--- config.mk ---
export PLATFORM = sky130hd
export DESIGN_NAME = bdc_cfg
export DESIGN_NICKNAME = d
export VERILOG_FILES = /design/src/include/bdc_pkg.sv /design/src/hdl/bdc_cfg.sv
export VERILOG_INCLUDE_DIRS = /design/src /design/src/include
export SDC_FILE = /design/constraint.sdc
export NUM_CORES = 1
export LEC_CHECK = 0
export CORE_MARGIN = 3
export CORE_UTILIZATION = 65
export CTS_CLUSTER_DIAMETER = 50
export DETAILED_ROUTE_END_ITERATION = 16
export DONT_BUFFER_PORTS = 1
export PLACE_DENSITY = 0.78
export SETUP_SLACK_MARGIN = 0.1
export SYNTH_ARGS = -nofsm -noshare
export SYNTH_HDL_FRONTEND = slang
export SYNTH_SLANG_ARGS = --single-unit
--- constraint.sdc ---
create_clock -name ref_clk -period 9.5 [get_ports ref_clk]
set_input_delay 0.95 -clock ref_clk [delete_from_list [all_inputs] [get_ports ref_clk]]
set_output_delay 0.95 -clock ref_clk [all_outputs]
set_load 0.02 [all_outputs]
--- src/include/bdc_regs.svh ---
// Function
// - sync select 0 picks asynchronous clock crossing
// - sync select 1 treats clocks as synchronous
// - request limit is field value plus one
// - request limit taken from first function only
// - one compensation register per PCI interface
// - oscillator field drives compensation oscillator
// - decoder shift adjusts compensation code
// - bias field selects detect reference bias
// - disable bit turns compensation logic off
// - bypass enable substitutes programmed bypass value
// - bypass off: field reads live code
`ifndef BDC_REGS_SVH
`define BDC_REGS_SVH

// ----------------------------------------
// register offsets within one function
// ----------------------------------------
`define BDC_OFF_XCFG   8'he0
`define BDC_OFF_DCC    8'he4
`define BDC_OFF_MASK   8'hfc
`define BDC_FUNC_LSB   8

// ----------------------------------------
// field layout and reset values
// ----------------------------------------
`define BDC_XCFG_W     5
`define BDC_XCFG_SYNC  4
`define BDC_XCFG_RST   5'h0f
`define BDC_DCC_W      16
`define BDC_DCC_RST    16'h0000
`define BDC_CODE_W     8

`endif

--- src/include/bdc_pkg.sv ---
package bdc_pkg;

	// ----------------------------------------
	// encodings
	// ----------------------------------------
	typedef enum logic [1:0] {
		BDC_SHIFT_NONE = 2'h0,
		BDC_SHIFT_UP1  = 2'h1,
		BDC_SHIFT_UP2  = 2'h2,
		BDC_SHIFT_DN1  = 2'h3
	} bdc_shift_t;

	typedef enum logic [1:0] {
		BDC_RESP_OKAY   = 2'h0,
		BDC_RESP_SLVERR = 2'h2
	} bdc_resp_t;

	// ----------------------------------------
	// register layouts, msb first
	// ----------------------------------------
	typedef struct packed {
		logic       sync_sel;  // bit 4
		logic [3:0] req_limit; // bits 3:0
	} bdc_xcfg_t;

	typedef struct packed {
		logic [1:0] osc;       // bits 15:14
		bdc_shift_t shift;     // bits 13:12
		logic [1:0] bias;      // bits 11:10
		logic       dis;       // bit 9
		logic       byp_en;    // bit 8
		logic [7:0] byp_val;   // bits 7:0
	} bdc_dcc_t;

	// per-interface drive toward the buffer compensation
	typedef struct packed {
		logic [1:0] osc;
		logic [1:0] bias;
		logic       comp_en;
		logic [7:0] code;
	} bdc_comp_out_t;

endpackage

--- src/hdl/bdc_cfg.sv ---
`timescale 1ns/1ps
`include "bdc_regs.svh"

module bdc_cfg #(
	parameter int NUM_IF = 2
) (
	input  wire logic                                    ref_clk,
	input  wire logic                                    rst_n,
	input  wire logic                                    ce,
	input  wire logic [`BDC_FUNC_LSB+$clog2(NUM_IF)-1:0] s_axi_awaddr,
	input  wire logic [2:0]                              s_axi_awprot,
	input  wire logic                                    s_axi_awvalid,
	output wire logic                                    s_axi_awready,
	input  wire logic [31:0]                             s_axi_wdata,
	input  wire logic [3:0]                              s_axi_wstrb,
	input  wire logic                                    s_axi_wvalid,
	output wire logic                                    s_axi_wready,
	output bdc_pkg::bdc_resp_t                           s_axi_bresp,
	output logic                                         s_axi_bvalid,
	input  wire logic                                    s_axi_bready,
	input  wire logic [`BDC_FUNC_LSB+$clog2(NUM_IF)-1:0] s_axi_araddr,
	input  wire logic [2:0]                              s_axi_arprot,
	input  wire logic                                    s_axi_arvalid,
	output wire logic                                    s_axi_arready,
	output logic [31:0]                                  s_axi_rdata,
	output bdc_pkg::bdc_resp_t                           s_axi_rresp,
	output logic                                         s_axi_rvalid,
	input  wire logic                                    s_axi_rready,
	input  wire logic [NUM_IF-1:0][`BDC_CODE_W-1:0]      comp_live_code,
	output wire bdc_pkg::bdc_comp_out_t [NUM_IF-1:0]     comp_out,
	output wire logic [NUM_IF-1:0]                       pci_clk_sync_select,
	output wire logic [NUM_IF-1:0]                       async_path_sel,
	input  wire logic                                    req_issue,
	input  wire logic                                    req_done,
	output wire logic                                    req_allow,
	output wire logic [4:0]                              req_limit_count,
	output logic [4:0]                                   req_outstanding
);
	import bdc_pkg::*;

	localparam int FSEL_W = $clog2(NUM_IF);
	localparam int ADDR_W = `BDC_FUNC_LSB + FSEL_W;

	// ----------------------------------------
	// helpers
	// ----------------------------------------

	// decoder shift with saturation at both ends
	function automatic logic [7:0] shift_code(input logic [7:0] c, input bdc_shift_t s);
		logic [8:0] t;
		t = {1'b0, c};
		case (s)
			BDC_SHIFT_UP1: t = t + 9'h001;
			BDC_SHIFT_UP2: t = t + 9'h002;
			BDC_SHIFT_DN1: t = (c == 8'h00) ? 9'h000 : t - 9'h001;
			default:       t = {1'b0, c};
		endcase
		shift_code = t[8] ? 8'hff : t[7:0];
	endfunction

	// byte-lane merge for a 16-bit register
	function automatic logic [15:0] merge16(input logic [15:0] old, input logic [15:0] nw,
	                                        input logic [1:0] st);
		merge16 = {st[1] ? nw[15:8] : old[15:8], st[0] ? nw[7:0] : old[7:0]};
	endfunction

	// ----------------------------------------
	// state
	// ----------------------------------------
	bdc_xcfg_t            xcfg_r     [NUM_IF];
	bdc_dcc_t             dcc_r      [NUM_IF];
	logic [7:0]           live_s1_r  [NUM_IF];
	logic [7:0]           live_s2_r  [NUM_IF];
	bdc_comp_out_t        comp_out_r [NUM_IF];
	logic [NUM_IF-1:0]    async_r;
	logic                 aw_held_r;
	logic [ADDR_W-1:0]    aw_addr_r;
	logic                 w_held_r;
	logic [31:0]          w_data_r;
	logic [3:0]           w_strb_r;
	logic                 do_wr;
	logic [FSEL_W-1:0]    wr_func;
	logic [7:0]           wr_off;
	logic                 wr_hit;
	logic [FSEL_W-1:0]    rd_func;
	logic [7:0]           rd_off;
	logic                 rd_hit;
	logic [31:0]          rd_word;
	logic                 ar_take;
	logic                 req_inc;
	logic                 req_dec;

	// ----------------------------------------
	// axi4-lite write channel
	// ----------------------------------------
	assign s_axi_awready = ce & ~aw_held_r;
	assign s_axi_wready  = ce & ~w_held_r;
	assign do_wr         = ce & aw_held_r & w_held_r & ~s_axi_bvalid;
	assign wr_func       = aw_addr_r[ADDR_W-1:`BDC_FUNC_LSB];
	assign wr_off        = aw_addr_r[7:0] & `BDC_OFF_MASK;
	assign wr_hit        = (32'(wr_func) < NUM_IF) && (wr_off == `BDC_OFF_XCFG || wr_off == `BDC_OFF_DCC);

	// address and data are caught independently, in either order
	always_ff @(posedge ref_clk) begin
		if (!rst_n) begin
			aw_held_r <= 1'b0;
			aw_addr_r <= '0;
		end else if (ce) begin
			if (s_axi_awvalid && s_axi_awready) begin
				aw_held_r <= 1'b1;
				aw_addr_r <= s_axi_awaddr;
			end else if (do_wr) begin
				aw_held_r <= 1'b0;
			end
		end
	end

	always_ff @(posedge ref_clk) begin
		if (!rst_n) begin
			w_held_r <= 1'b0;
			w_data_r <= 32'h0000_0000;
			w_strb_r <= 4'h0;
		end else if (ce) begin
			if (s_axi_wvalid && s_axi_wready) begin
				w_held_r <= 1'b1;
				w_data_r <= s_axi_wdata;
				w_strb_r <= s_axi_wstrb;
			end else if (do_wr) begin
				w_held_r <= 1'b0;
			end
		end
	end

	// write response, error for unmapped offsets
	always_ff @(posedge ref_clk) begin
		if (!rst_n) begin
			s_axi_bvalid <= 1'b0;
			s_axi_bresp  <= BDC_RESP_OKAY;
		end else if (ce) begin
			if (do_wr) begin
				s_axi_bvalid <= 1'b1;
				s_axi_bresp  <= wr_hit ? BDC_RESP_OKAY : BDC_RESP_SLVERR;
			end else if (s_axi_bready) begin
				s_axi_bvalid <= 1'b0;
			end
		end
	end

	// ----------------------------------------
	// per-interface registers and compensation drive
	// ----------------------------------------
	for (genvar i = 0; i < NUM_IF; i++) begin : g_if
		logic wr_xcfg;
		logic wr_dcc;
		assign wr_xcfg = do_wr && (32'(wr_func) == i) && (wr_off == `BDC_OFF_XCFG);
		assign wr_dcc  = do_wr && (32'(wr_func) == i) && (wr_off == `BDC_OFF_DCC);

		// extra config copy of this function, low byte only implemented
		always_ff @(posedge ref_clk) begin
			if (!rst_n) begin
				xcfg_r[i] <= bdc_xcfg_t'(`BDC_XCFG_RST);
			end else if (ce && wr_xcfg && w_strb_r[0]) begin
				xcfg_r[i] <= bdc_xcfg_t'(w_data_r[`BDC_XCFG_W-1:0]);
			end
		end

		// compensation control of this interface only
		always_ff @(posedge ref_clk) begin
			if (!rst_n) begin
				dcc_r[i] <= bdc_dcc_t'(`BDC_DCC_RST);
			end else if (ce && wr_dcc) begin
				dcc_r[i] <= bdc_dcc_t'(merge16(dcc_r[i], w_data_r[`BDC_DCC_W-1:0], w_strb_r[1:0]));
			end
		end

		// live code comes from the analog circuit, two-stage synchroniser
		always_ff @(posedge ref_clk) begin
			if (!rst_n) begin
				live_s1_r[i] <= 8'h00;
				live_s2_r[i] <= 8'h00;
			end else if (ce) begin
				live_s1_r[i] <= comp_live_code[i];
				live_s2_r[i] <= live_s1_r[i];
			end
		end

		// registered drive toward the buffers
		always_ff @(posedge ref_clk) begin
			if (!rst_n) begin
				comp_out_r[i] <= '0;
			end else if (ce) begin
				comp_out_r[i].osc     <= dcc_r[i].osc;
				comp_out_r[i].bias    <= dcc_r[i].bias;
				comp_out_r[i].comp_en <= ~dcc_r[i].dis;
				comp_out_r[i].code    <= dcc_r[i].byp_en ? dcc_r[i].byp_val
				                                         : shift_code(live_s2_r[i], dcc_r[i].shift);
			end
		end

		// clock crossing path select
		always_ff @(posedge ref_clk) begin
			if (!rst_n) begin
				async_r[i] <= 1'b1;
			end else if (ce) begin
				async_r[i] <= ~xcfg_r[i].sync_sel;
			end
		end

		assign comp_out[i]            = comp_out_r[i];
		assign pci_clk_sync_select[i] = ~async_r[i];
		assign async_path_sel[i]      = async_r[i];

		async_path_a: assert property (@(posedge ref_clk) disable iff (!rst_n)
			ce && !xcfg_r[i].sync_sel |=> async_path_sel[i] && !pci_clk_sync_select[i])
			else $error("sync select 0 did not pick async path");

		sync_path_a: assert property (@(posedge ref_clk) disable iff (!rst_n)
			ce && xcfg_r[i].sync_sel |=> !async_path_sel[i] && pci_clk_sync_select[i])
			else $error("sync select 1 did not pick sync path");

		osc_drive_a: assert property (@(posedge ref_clk) disable iff (!rst_n)
			ce |=> comp_out[i].osc == $past(dcc_r[i].osc) && comp_out[i].bias == $past(dcc_r[i].bias))
			else $error("oscillator or bias drive mismatch");

		shift_up_a: assert property (@(posedge ref_clk) disable iff (!rst_n)
			ce && !dcc_r[i].byp_en && dcc_r[i].shift == BDC_SHIFT_UP2 && live_s2_r[i] < 8'hfe
			|=> comp_out[i].code == $past(live_s2_r[i]) + 8'h02)
			else $error("decoder shift by two wrong");

		shift_dn_a: assert property (@(posedge ref_clk) disable iff (!rst_n)
			ce && !dcc_r[i].byp_en && dcc_r[i].shift == BDC_SHIFT_DN1 && live_s2_r[i] != 8'h00
			|=> comp_out[i].code == $past(live_s2_r[i]) - 8'h01)
			else $error("decoder shift down wrong");

		comp_dis_a: assert property (@(posedge ref_clk) disable iff (!rst_n)
			ce |=> comp_out[i].comp_en == !$past(dcc_r[i].dis))
			else $error("compensation enable does not follow disable bit");

		bypass_code_a: assert property (@(posedge ref_clk) disable iff (!rst_n)
			ce && dcc_r[i].byp_en |=> comp_out[i].code == $past(dcc_r[i].byp_val))
			else $error("bypass value not applied");

		// clock enable low holds the drive and the path select
		comp_freeze_a: assert property (@(posedge ref_clk) disable iff (!rst_n)
			!ce |=> $stable(comp_out[i]) && $stable(async_path_sel[i]))
			else $error("compensation drive moved while frozen");
	end

	// writes to one function leave the other untouched
	if (NUM_IF > 1) begin : g_iso
		dcc_isolate_a: assert property (@(posedge ref_clk) disable iff (!rst_n)
			do_wr && wr_func != '0 |=> $stable(dcc_r[0]) && $stable(xcfg_r[0]))
			else $error("write leaked into first function");

		limit_source_a: assert property (@(posedge ref_clk) disable iff (!rst_n)
			$changed(xcfg_r[1].req_limit) && $stable(xcfg_r[0].req_limit) |-> $stable(req_limit_count))
			else $error("limit followed second function");
	end

	// ----------------------------------------
	// axi4-lite read channel
	// ----------------------------------------
	assign s_axi_arready = ce & ~s_axi_rvalid;
	assign ar_take       = s_axi_arvalid & s_axi_arready;
	assign rd_func       = s_axi_araddr[ADDR_W-1:`BDC_FUNC_LSB];
	assign rd_off        = s_axi_araddr[7:0] & `BDC_OFF_MASK;

	// read mux, bypass field shows live code while bypass is off
	always_comb begin
		rd_word = 32'h0000_0000;
		rd_hit  = 1'b0;
		for (int f = 0; f < NUM_IF; f++) begin
			if (32'(rd_func) == f && rd_off == `BDC_OFF_XCFG) begin
				rd_word = 32'(xcfg_r[f]);
				rd_hit  = 1'b1;
			end
			if (32'(rd_func) == f && rd_off == `BDC_OFF_DCC) begin
				rd_word = {16'h0000, dcc_r[f][15:8], dcc_r[f].byp_en ? dcc_r[f].byp_val : live_s2_r[f]};
				rd_hit  = 1'b1;
			end
		end
	end

	always_ff @(posedge ref_clk) begin
		if (!rst_n) begin
			s_axi_rvalid <= 1'b0;
			s_axi_rdata  <= 32'h0000_0000;
			s_axi_rresp  <= BDC_RESP_OKAY;
		end else if (ce) begin
			if (ar_take) begin
				s_axi_rvalid <= 1'b1;
				s_axi_rdata  <= rd_word;
				s_axi_rresp  <= rd_hit ? BDC_RESP_OKAY : BDC_RESP_SLVERR;
			end else if (s_axi_rready) begin
				s_axi_rvalid <= 1'b0;
			end
		end
	end

	live_read_a: assert property (@(posedge ref_clk) disable iff (!rst_n)
		ar_take && rd_func == '0 && rd_off == `BDC_OFF_DCC && !dcc_r[0].byp_en
		|=> s_axi_rvalid && s_axi_rdata[7:0] == $past(live_s2_r[0]))
		else $error("bypass field did not read live code");

	wr_resp_a: assert property (@(posedge ref_clk) disable iff (!rst_n)
		do_wr |=> s_axi_bvalid && !aw_held_r && !w_held_r)
		else $error("write response missing");

	// clock enable low refuses every handshake
	ready_freeze_a: assert property (@(posedge ref_clk) disable iff (!rst_n)
		!ce |-> !s_axi_awready && !s_axi_wready && !s_axi_arready)
		else $error("ready raised while frozen");

	// ----------------------------------------
	// outstanding completion-required requests
	// ----------------------------------------
	assign req_limit_count = {1'b0, xcfg_r[0].req_limit} + 5'h01;
	assign req_allow       = req_outstanding < req_limit_count;
	assign req_inc         = req_issue & req_allow;
	assign req_dec         = req_done & (req_outstanding != 5'h00);

	// count issues allowed by the limit, drain on completion
	always_ff @(posedge ref_clk) begin
		if (!rst_n) begin
			req_outstanding <= 5'h00;
		end else if (ce) begin
			if (req_inc && !req_dec) begin
				req_outstanding <= req_outstanding + 5'h01;
			end else if (req_dec && !req_inc) begin
				req_outstanding <= req_outstanding - 5'h01;
			end
		end
	end

	limit_cap_a: assert property (@(posedge ref_clk) disable iff (!rst_n)
		ce && req_issue && req_outstanding >= req_limit_count |=> req_outstanding <= $past(req_outstanding))
		else $error("request issued beyond limit");

	limit_value_a: assert property (@(posedge ref_clk) disable iff (!rst_n)
		xcfg_r[0].req_limit == 4'h0 && req_outstanding == 5'h01 |-> !req_allow)
		else $error("encoding 0 allowed more than one request");

	// clock enable low holds the request count
	count_freeze_a: assert property (@(posedge ref_clk) disable iff (!rst_n)
		!ce |=> $stable(req_outstanding))
		else $error("request count moved while frozen");

endmodule

After elaboration in Yosys (flattened, before gate mapping)
Memories as Yosys holds them, arrays and structs flattened.
Cells that the tools add are included.
Storage, ports and cells
  register bits: 74
  latch bits: 0
  RAM bits: 100
  memory bits (read-only): 0
  input bits: 86
  output and inout port bits: 82
  memories: 5
Cells by class
  add/subtract/negate cells: 9
  multiply operators: 0
  divide/modulo/power cells: 0
  magnitude comparators: 1
  eq/ne operators: 10
  shift-type cells: 0
  mux-type cells: 69
  bitwise operators: 37
  reduce and logical (&&, ||, !) cells: 40
Memory list
  dcc_r: words 2, width 16, read ports 2, clocked after memory_dff 0, write ports 2, line bdc_cfg.sv:71  | bdc_dcc_t dcc_r [NUM_IF];
  comp_out_r: words 2, width 13, read ports 2, clocked after memory_dff 0, write ports 2, line bdc_cfg.sv:74  | bdc_comp_out_t comp_out_r [NUM_IF];
  live_s1_r: words 2, width 8, read ports 2, clocked after memory_dff 0, write ports 2, line bdc_cfg.sv:72  | logic [7:0] live_s1_r [NUM_IF];
  live_s2_r: words 2, width 8, read ports 2, clocked after memory_dff 0, write ports 2, line bdc_cfg.sv:73  | logic [7:0] live_s2_r [NUM_IF];
  xcfg_r: words 2, width 5, read ports 2, clocked after memory_dff 0, write ports 2, line bdc_cfg.sv:70  | bdc_xcfg_t xcfg_r [NUM_IF];
Operators with widths (count)
  8-bit 2-to-1 mux: 16
  32-bit 2-to-1 mux: 3
  9-bit 2-to-1 mux: 6
  9-bit case mux with 3 select lines: 2
  16-bit 2-to-1 mux: 2
  1-bit 2-to-1 mux: 29
  5-bit 2-to-1 mux: 5
  6-bit == test, second input constant: 4
  1-bit logical AND: 20
  8-bit by 1-bit adder with 9-bit output, second input constant: 2
  8-bit by 2-bit adder with 9-bit output, second input constant: 2
  2-bit AND reduction: 9
  8-bit by 1-bit subtractor with 9-bit output, second input constant: 2
  8-bit zero test: 2
  1-bit OR: 16
  2-bit 2-to-1 mux: 6
  1-bit inverter: 12
  2-bit nonzero test: 5
  1-bit AND: 9
  2-bit == test, second input constant: 4
  4-bit by 1-bit adder with 5-bit output, second input constant: 1
  5-bit by 1-bit adder with 5-bit output, second input constant: 1
  5-bit < comparator: 1
  5-bit nonzero test: 1
  other kinds (4): 6

Longest topological paths before layout
  depth after elaboration: 11
  gate-level depth with buffers: 16
  mapped depth without buffers: 16

Worst setup path before layout
No wires, ideal clock.
  kind: input port to flip-flop
  start: input port ce
  end: memory comp_out_r[0][0] (netlist name), enable pin
  setup time: 0.425 ns
  data arrival time: 2.917 ns
  slack: 6.158 ns
  stages on the path: 3
  buffers on the path: 2
  cell sequence: clkbuf_1 clkbuf_1 nand2b_1
RTL lines
  start: declaration: line bdc_cfg.sv:9  | input wire logic ce,
  end: declaration: line bdc_cfg.sv:74

==> flow_metrics.py <==
metrics = {
    "cts": {
        "cts_setup_buffers": 0,
        "cts_resized": 0,
        "clkTransAtPathRegs_ps": 60,
        "worstSkewPairLatency_ps": 430,
        "cts-htree-levels": 4,
        "root_buffer": "clkbuf_16",
        "cts.path.max_buffers": 2,
        "cts_inserted_buffers": 17,
        "cts_tree": "yes",
        "ctsHoldBuffers": 0,
        "cts_sinks": 154,
    },
    "pwr": {
        "p_seq_share_pct": 47.9,
        "power.density_nw_per_um2": 200,
        "power_frac_comb_pct": 12.4,
        "p_clk_share_pct": 39.6,
        "switching_share_pct": 26.6,
        "p_int_w": 0.00127,
        "p_leak_nw": 3.35,
        "vdd_drop_max_v": 0.000127,
        "power_switching_w": 0.000459,
    },
    "grt": {
        "use_met1_pct": 37.2,
        "grt_pass1_wl_mm": 29.9,
        "overflow": 0,
        "antenna_found_initial": 0,
        "grt_max_degree": 107,
        "grt_usage_pct": 27.7,
        "met2_usage_pct": 42.9,
        "grt.busiest_layer": "met2",
        "grt_pass1_vias": 5469,
        "gr-usage-met3_pct": 9.18,
    },
    "detailed_routing": {
        "wl_mm": 19.1,
        "via_per_inst": 6.23,
        "ant_nets": 0,
        "wl_per_cell_um": 20.1,
        "drt_iter0_markers": 485,
        "via_count": 5905,
        "drtPass1Iterations": 5,
        "drc": 0,
    },
    "layout": {
        "diodes": 0,
        "final_net_count": 875,
        "drive_gt1_share_pct": 8.08,
        "area_growth_pct": 6.69,
        "final_area_um2": 8620,
        "fillers": 890,
    },
    "sta": {
        "period_needed_ps": 3630,
        "setup_ws_ps": 5870,
        "slew_headroom_pct": 41.9,
        "grt_setup_unrepaired": "false",
        "slew_violations": 0,
        "worst_pin_slew_ps": 870,
        "fin_skew_ps": 10.6,
        "setup-tns-final_ps": 0,
        "period_share_pct": 38.3,
        "hold_violations": 0,
        "max_clock_freq_ghz": 0.275,
        "finalSetupViolCount": 0,
    },
    "floorplanning": {
        "die_area_um2": 13800,
        "fp-row-count": 40,
        "design.core.area_um2": 12100,
        "die_w_um": 118,
        "die_y_um": 118,
        "start_util_pct": 67.0,
        "boundaryPins": 168,
    },
    "yosys": {
        "seq_area_frac_synth_pct": 50.5,
        "synth_edf_count": 100,
        "yosys_warnings": 0,
        "muxShareOfSynthArea_pct": 3.33,
        "synth_flop_cell": "edfxtp_1",
        "synthAdderAreaFrac_pct": 3.50,
        "synth_simple_gate_area_share_pct": 20.6,
        "synth-async-reset-ratio_pct": 0,
        "synth_top_family_by_area": "simple AND/OR/NAND/NOR gates",
        "synth_compound_area_share_pct": 14.2,
        "netlist_area_um2": 8080,
        "yosys.area_share.xor_xnor_pct": 1.95,
        "ys_seq_elements": 154,
        "yosysUniqueCellTypes": 72,
        "postSynthAreaPerCell_um2": 10.1,
        "synthCells": 800,
    },
    "setup_path": {
        "critPathRequiredTime_ps": 9810,
        "critical-path-top-delay-family": "adder cells",
        "critPathArrivalTime_ps": 3940,
        "endpoint_kind": "flop",
        "path_class": "flop to flop",
        "critical_path.max_stage_delay_ps": 450,
        "cp_num_buf_inv": 2,
        "path_max_fanout": 5,
        "crit_start": "xcfg_r[0][0]",
        "cp_slowest_cell": "edfxtp_1",
        "timing.rr.start": "xcfg_r[0][0]",
        "crit_chain": "ha_1 -> inv_1 -> ha_1 -> o21a_1 -> o21a_1 -> o21a_1 -> o21a_1 -> nor3b_1 -> ha_1 -> inv_1 -> fa_1 -> a21o_1 -> a21oi_1 -> xnor2_1 -> nand2_1 -> mux2i_1",
        "start_kind": "flop",
        "cpMostUsedCell": "o21a_1",
    },
    "place": {
        "place_ws_ps": 5900,
        "portBuffers": 0,
        "globalplace.congestion": 0.946,
        "dp_hpwl_mm": 13.2,
        "placed_area_um2": 8030,
    },
    "outcome": {
        "status": "finished clean",
    },
    "hold_path": {
        "hold_path.class": "flop to flop",
        "hp-start": "aw_addr_r[3]",
    },
    "run": {
        "max_cap_violations": 0,
    },
}
[area by class of cell]
class                           count  area (µm²)  share of cell area [%]
Inverter                           29         109                    1.26
Sequential cell                   154        4080                    47.4
Multi-Input combinational cell    561        3590                    41.7
Tap cell                          168         210                    2.44
Timing Repair Buffer                4        30.0                   0.348
Clock buffer                       19         433                    5.02
Clock inverter                     13         165                    1.91
[layout by cell type, fill, tap and decap left out, types with 10 or more instances in the layout]
cell	count
a21boi_0	39
a21oi_1	19
and2_1	36
and3_1	44
clkbuf_16	17
conb_1	18
dfxtp_1	54
edfxtp_1	100
ha_1	21
inv_1	29
mux2i_1	10
nand2_1	111
nand3_1	31
nor2_1	23
nor2b_1	15
o21ai_0	34
[worst reg2reg max path, cell delays in order (launching register included)]
cell	delay, ps
edfxtp_1	450
ha_1	440
inv_1	70
ha_1	290
o21a_1	110
o21a_1	170
o21a_1	170
o21a_1	180
nor3b_1	220
ha_1	180
inv_1	110
fa_1	430
a21o_1	170
a21oi_1	180
xnor2_1	140
nand2_1	80
mux2i_1	150
[cells by family after synthesis]
group | count (synthesis)
mux | 22
flops | 154
compound gates | 166
xor+xnor | 18
other cells | 1
buf+inv | 102
fa+ha+maj | 22
simple gates | 315
[registers in the layout, summed over array words and instances (netlist names), 2 cells and up]
signal,flops
async_path_sel,2
aw_addr_r,7
comp_out_r,26
dcc_r,32
live_s1_r,16
live_s2_r,16
req_outstanding,5
s_axi_rdata,16
w_data_r,16
w_strb_r,2
xcfg_r,10
[power groups by stage]
stage	Combinational, W	Clock, W	Sequential, W
floorplan	0.000204	0	0.000813
global placement	0.000202	0	0.000838
detailed placement	0.000212	0	0.000840
CTS	0.000213	0.000693	0.000826
global route	0.000240	0.000723	0.000833
finish	0.000215	0.000684	0.000828
[through the flow]
stage          instances  total power [W]  util (%)  hold WS [ps]
2_1_floorplan        817          0.00102         -           438
3_3_place_gp         916          0.00104      66.5           452
3_5_place_dp         916          0.00105      66.5           466
4_1_cts              948          0.00173      71.5           475
5_1_grt              948          0.00180      71.5           496
6_report             948          0.00173      71.5           469
[synth_stat cells, drive strengths merged, types with 10 or more instances]
cell type  number  area [µm²]
a21oi          19        95.1
and3           44         275
inv            29         109
mux2i          10         100
nor2           23        86.3
a21boi         39         293
o21ai          34         170
dfxtp          54        1080
clkbuf         40         151
ha             21         263
nand2         111         417
buf            33         213
and2           36         225
nand3          31         155
edfxtp        100        3000
nor2b          15        93.8
[worst paths after layout]
kind,to,slack [ps],cells after the start
setup / recovery,req_outstanding[4],5870,16
hold / removal,aw_addr_r[3],470,2
setup reg to reg,req_outstanding[4],5870,16
hold reg to reg,aw_addr_r[3],470,2
[metal layers]
| metal | vias to the layer above | share of wire [%] | wire [µm] |
|---|---|---|---|
| met5 | - | 0 | 0 |
| li1 | 2762 | - | - |
| met1 | 2804 | 41 | 7810 |
| met2 | 303 | 47 | 9010 |
| met4 | 0 | 2.2 | 426 |
| met3 | 36 | 9.6 | 1830 |
Power figures use the tool's default switching activity.
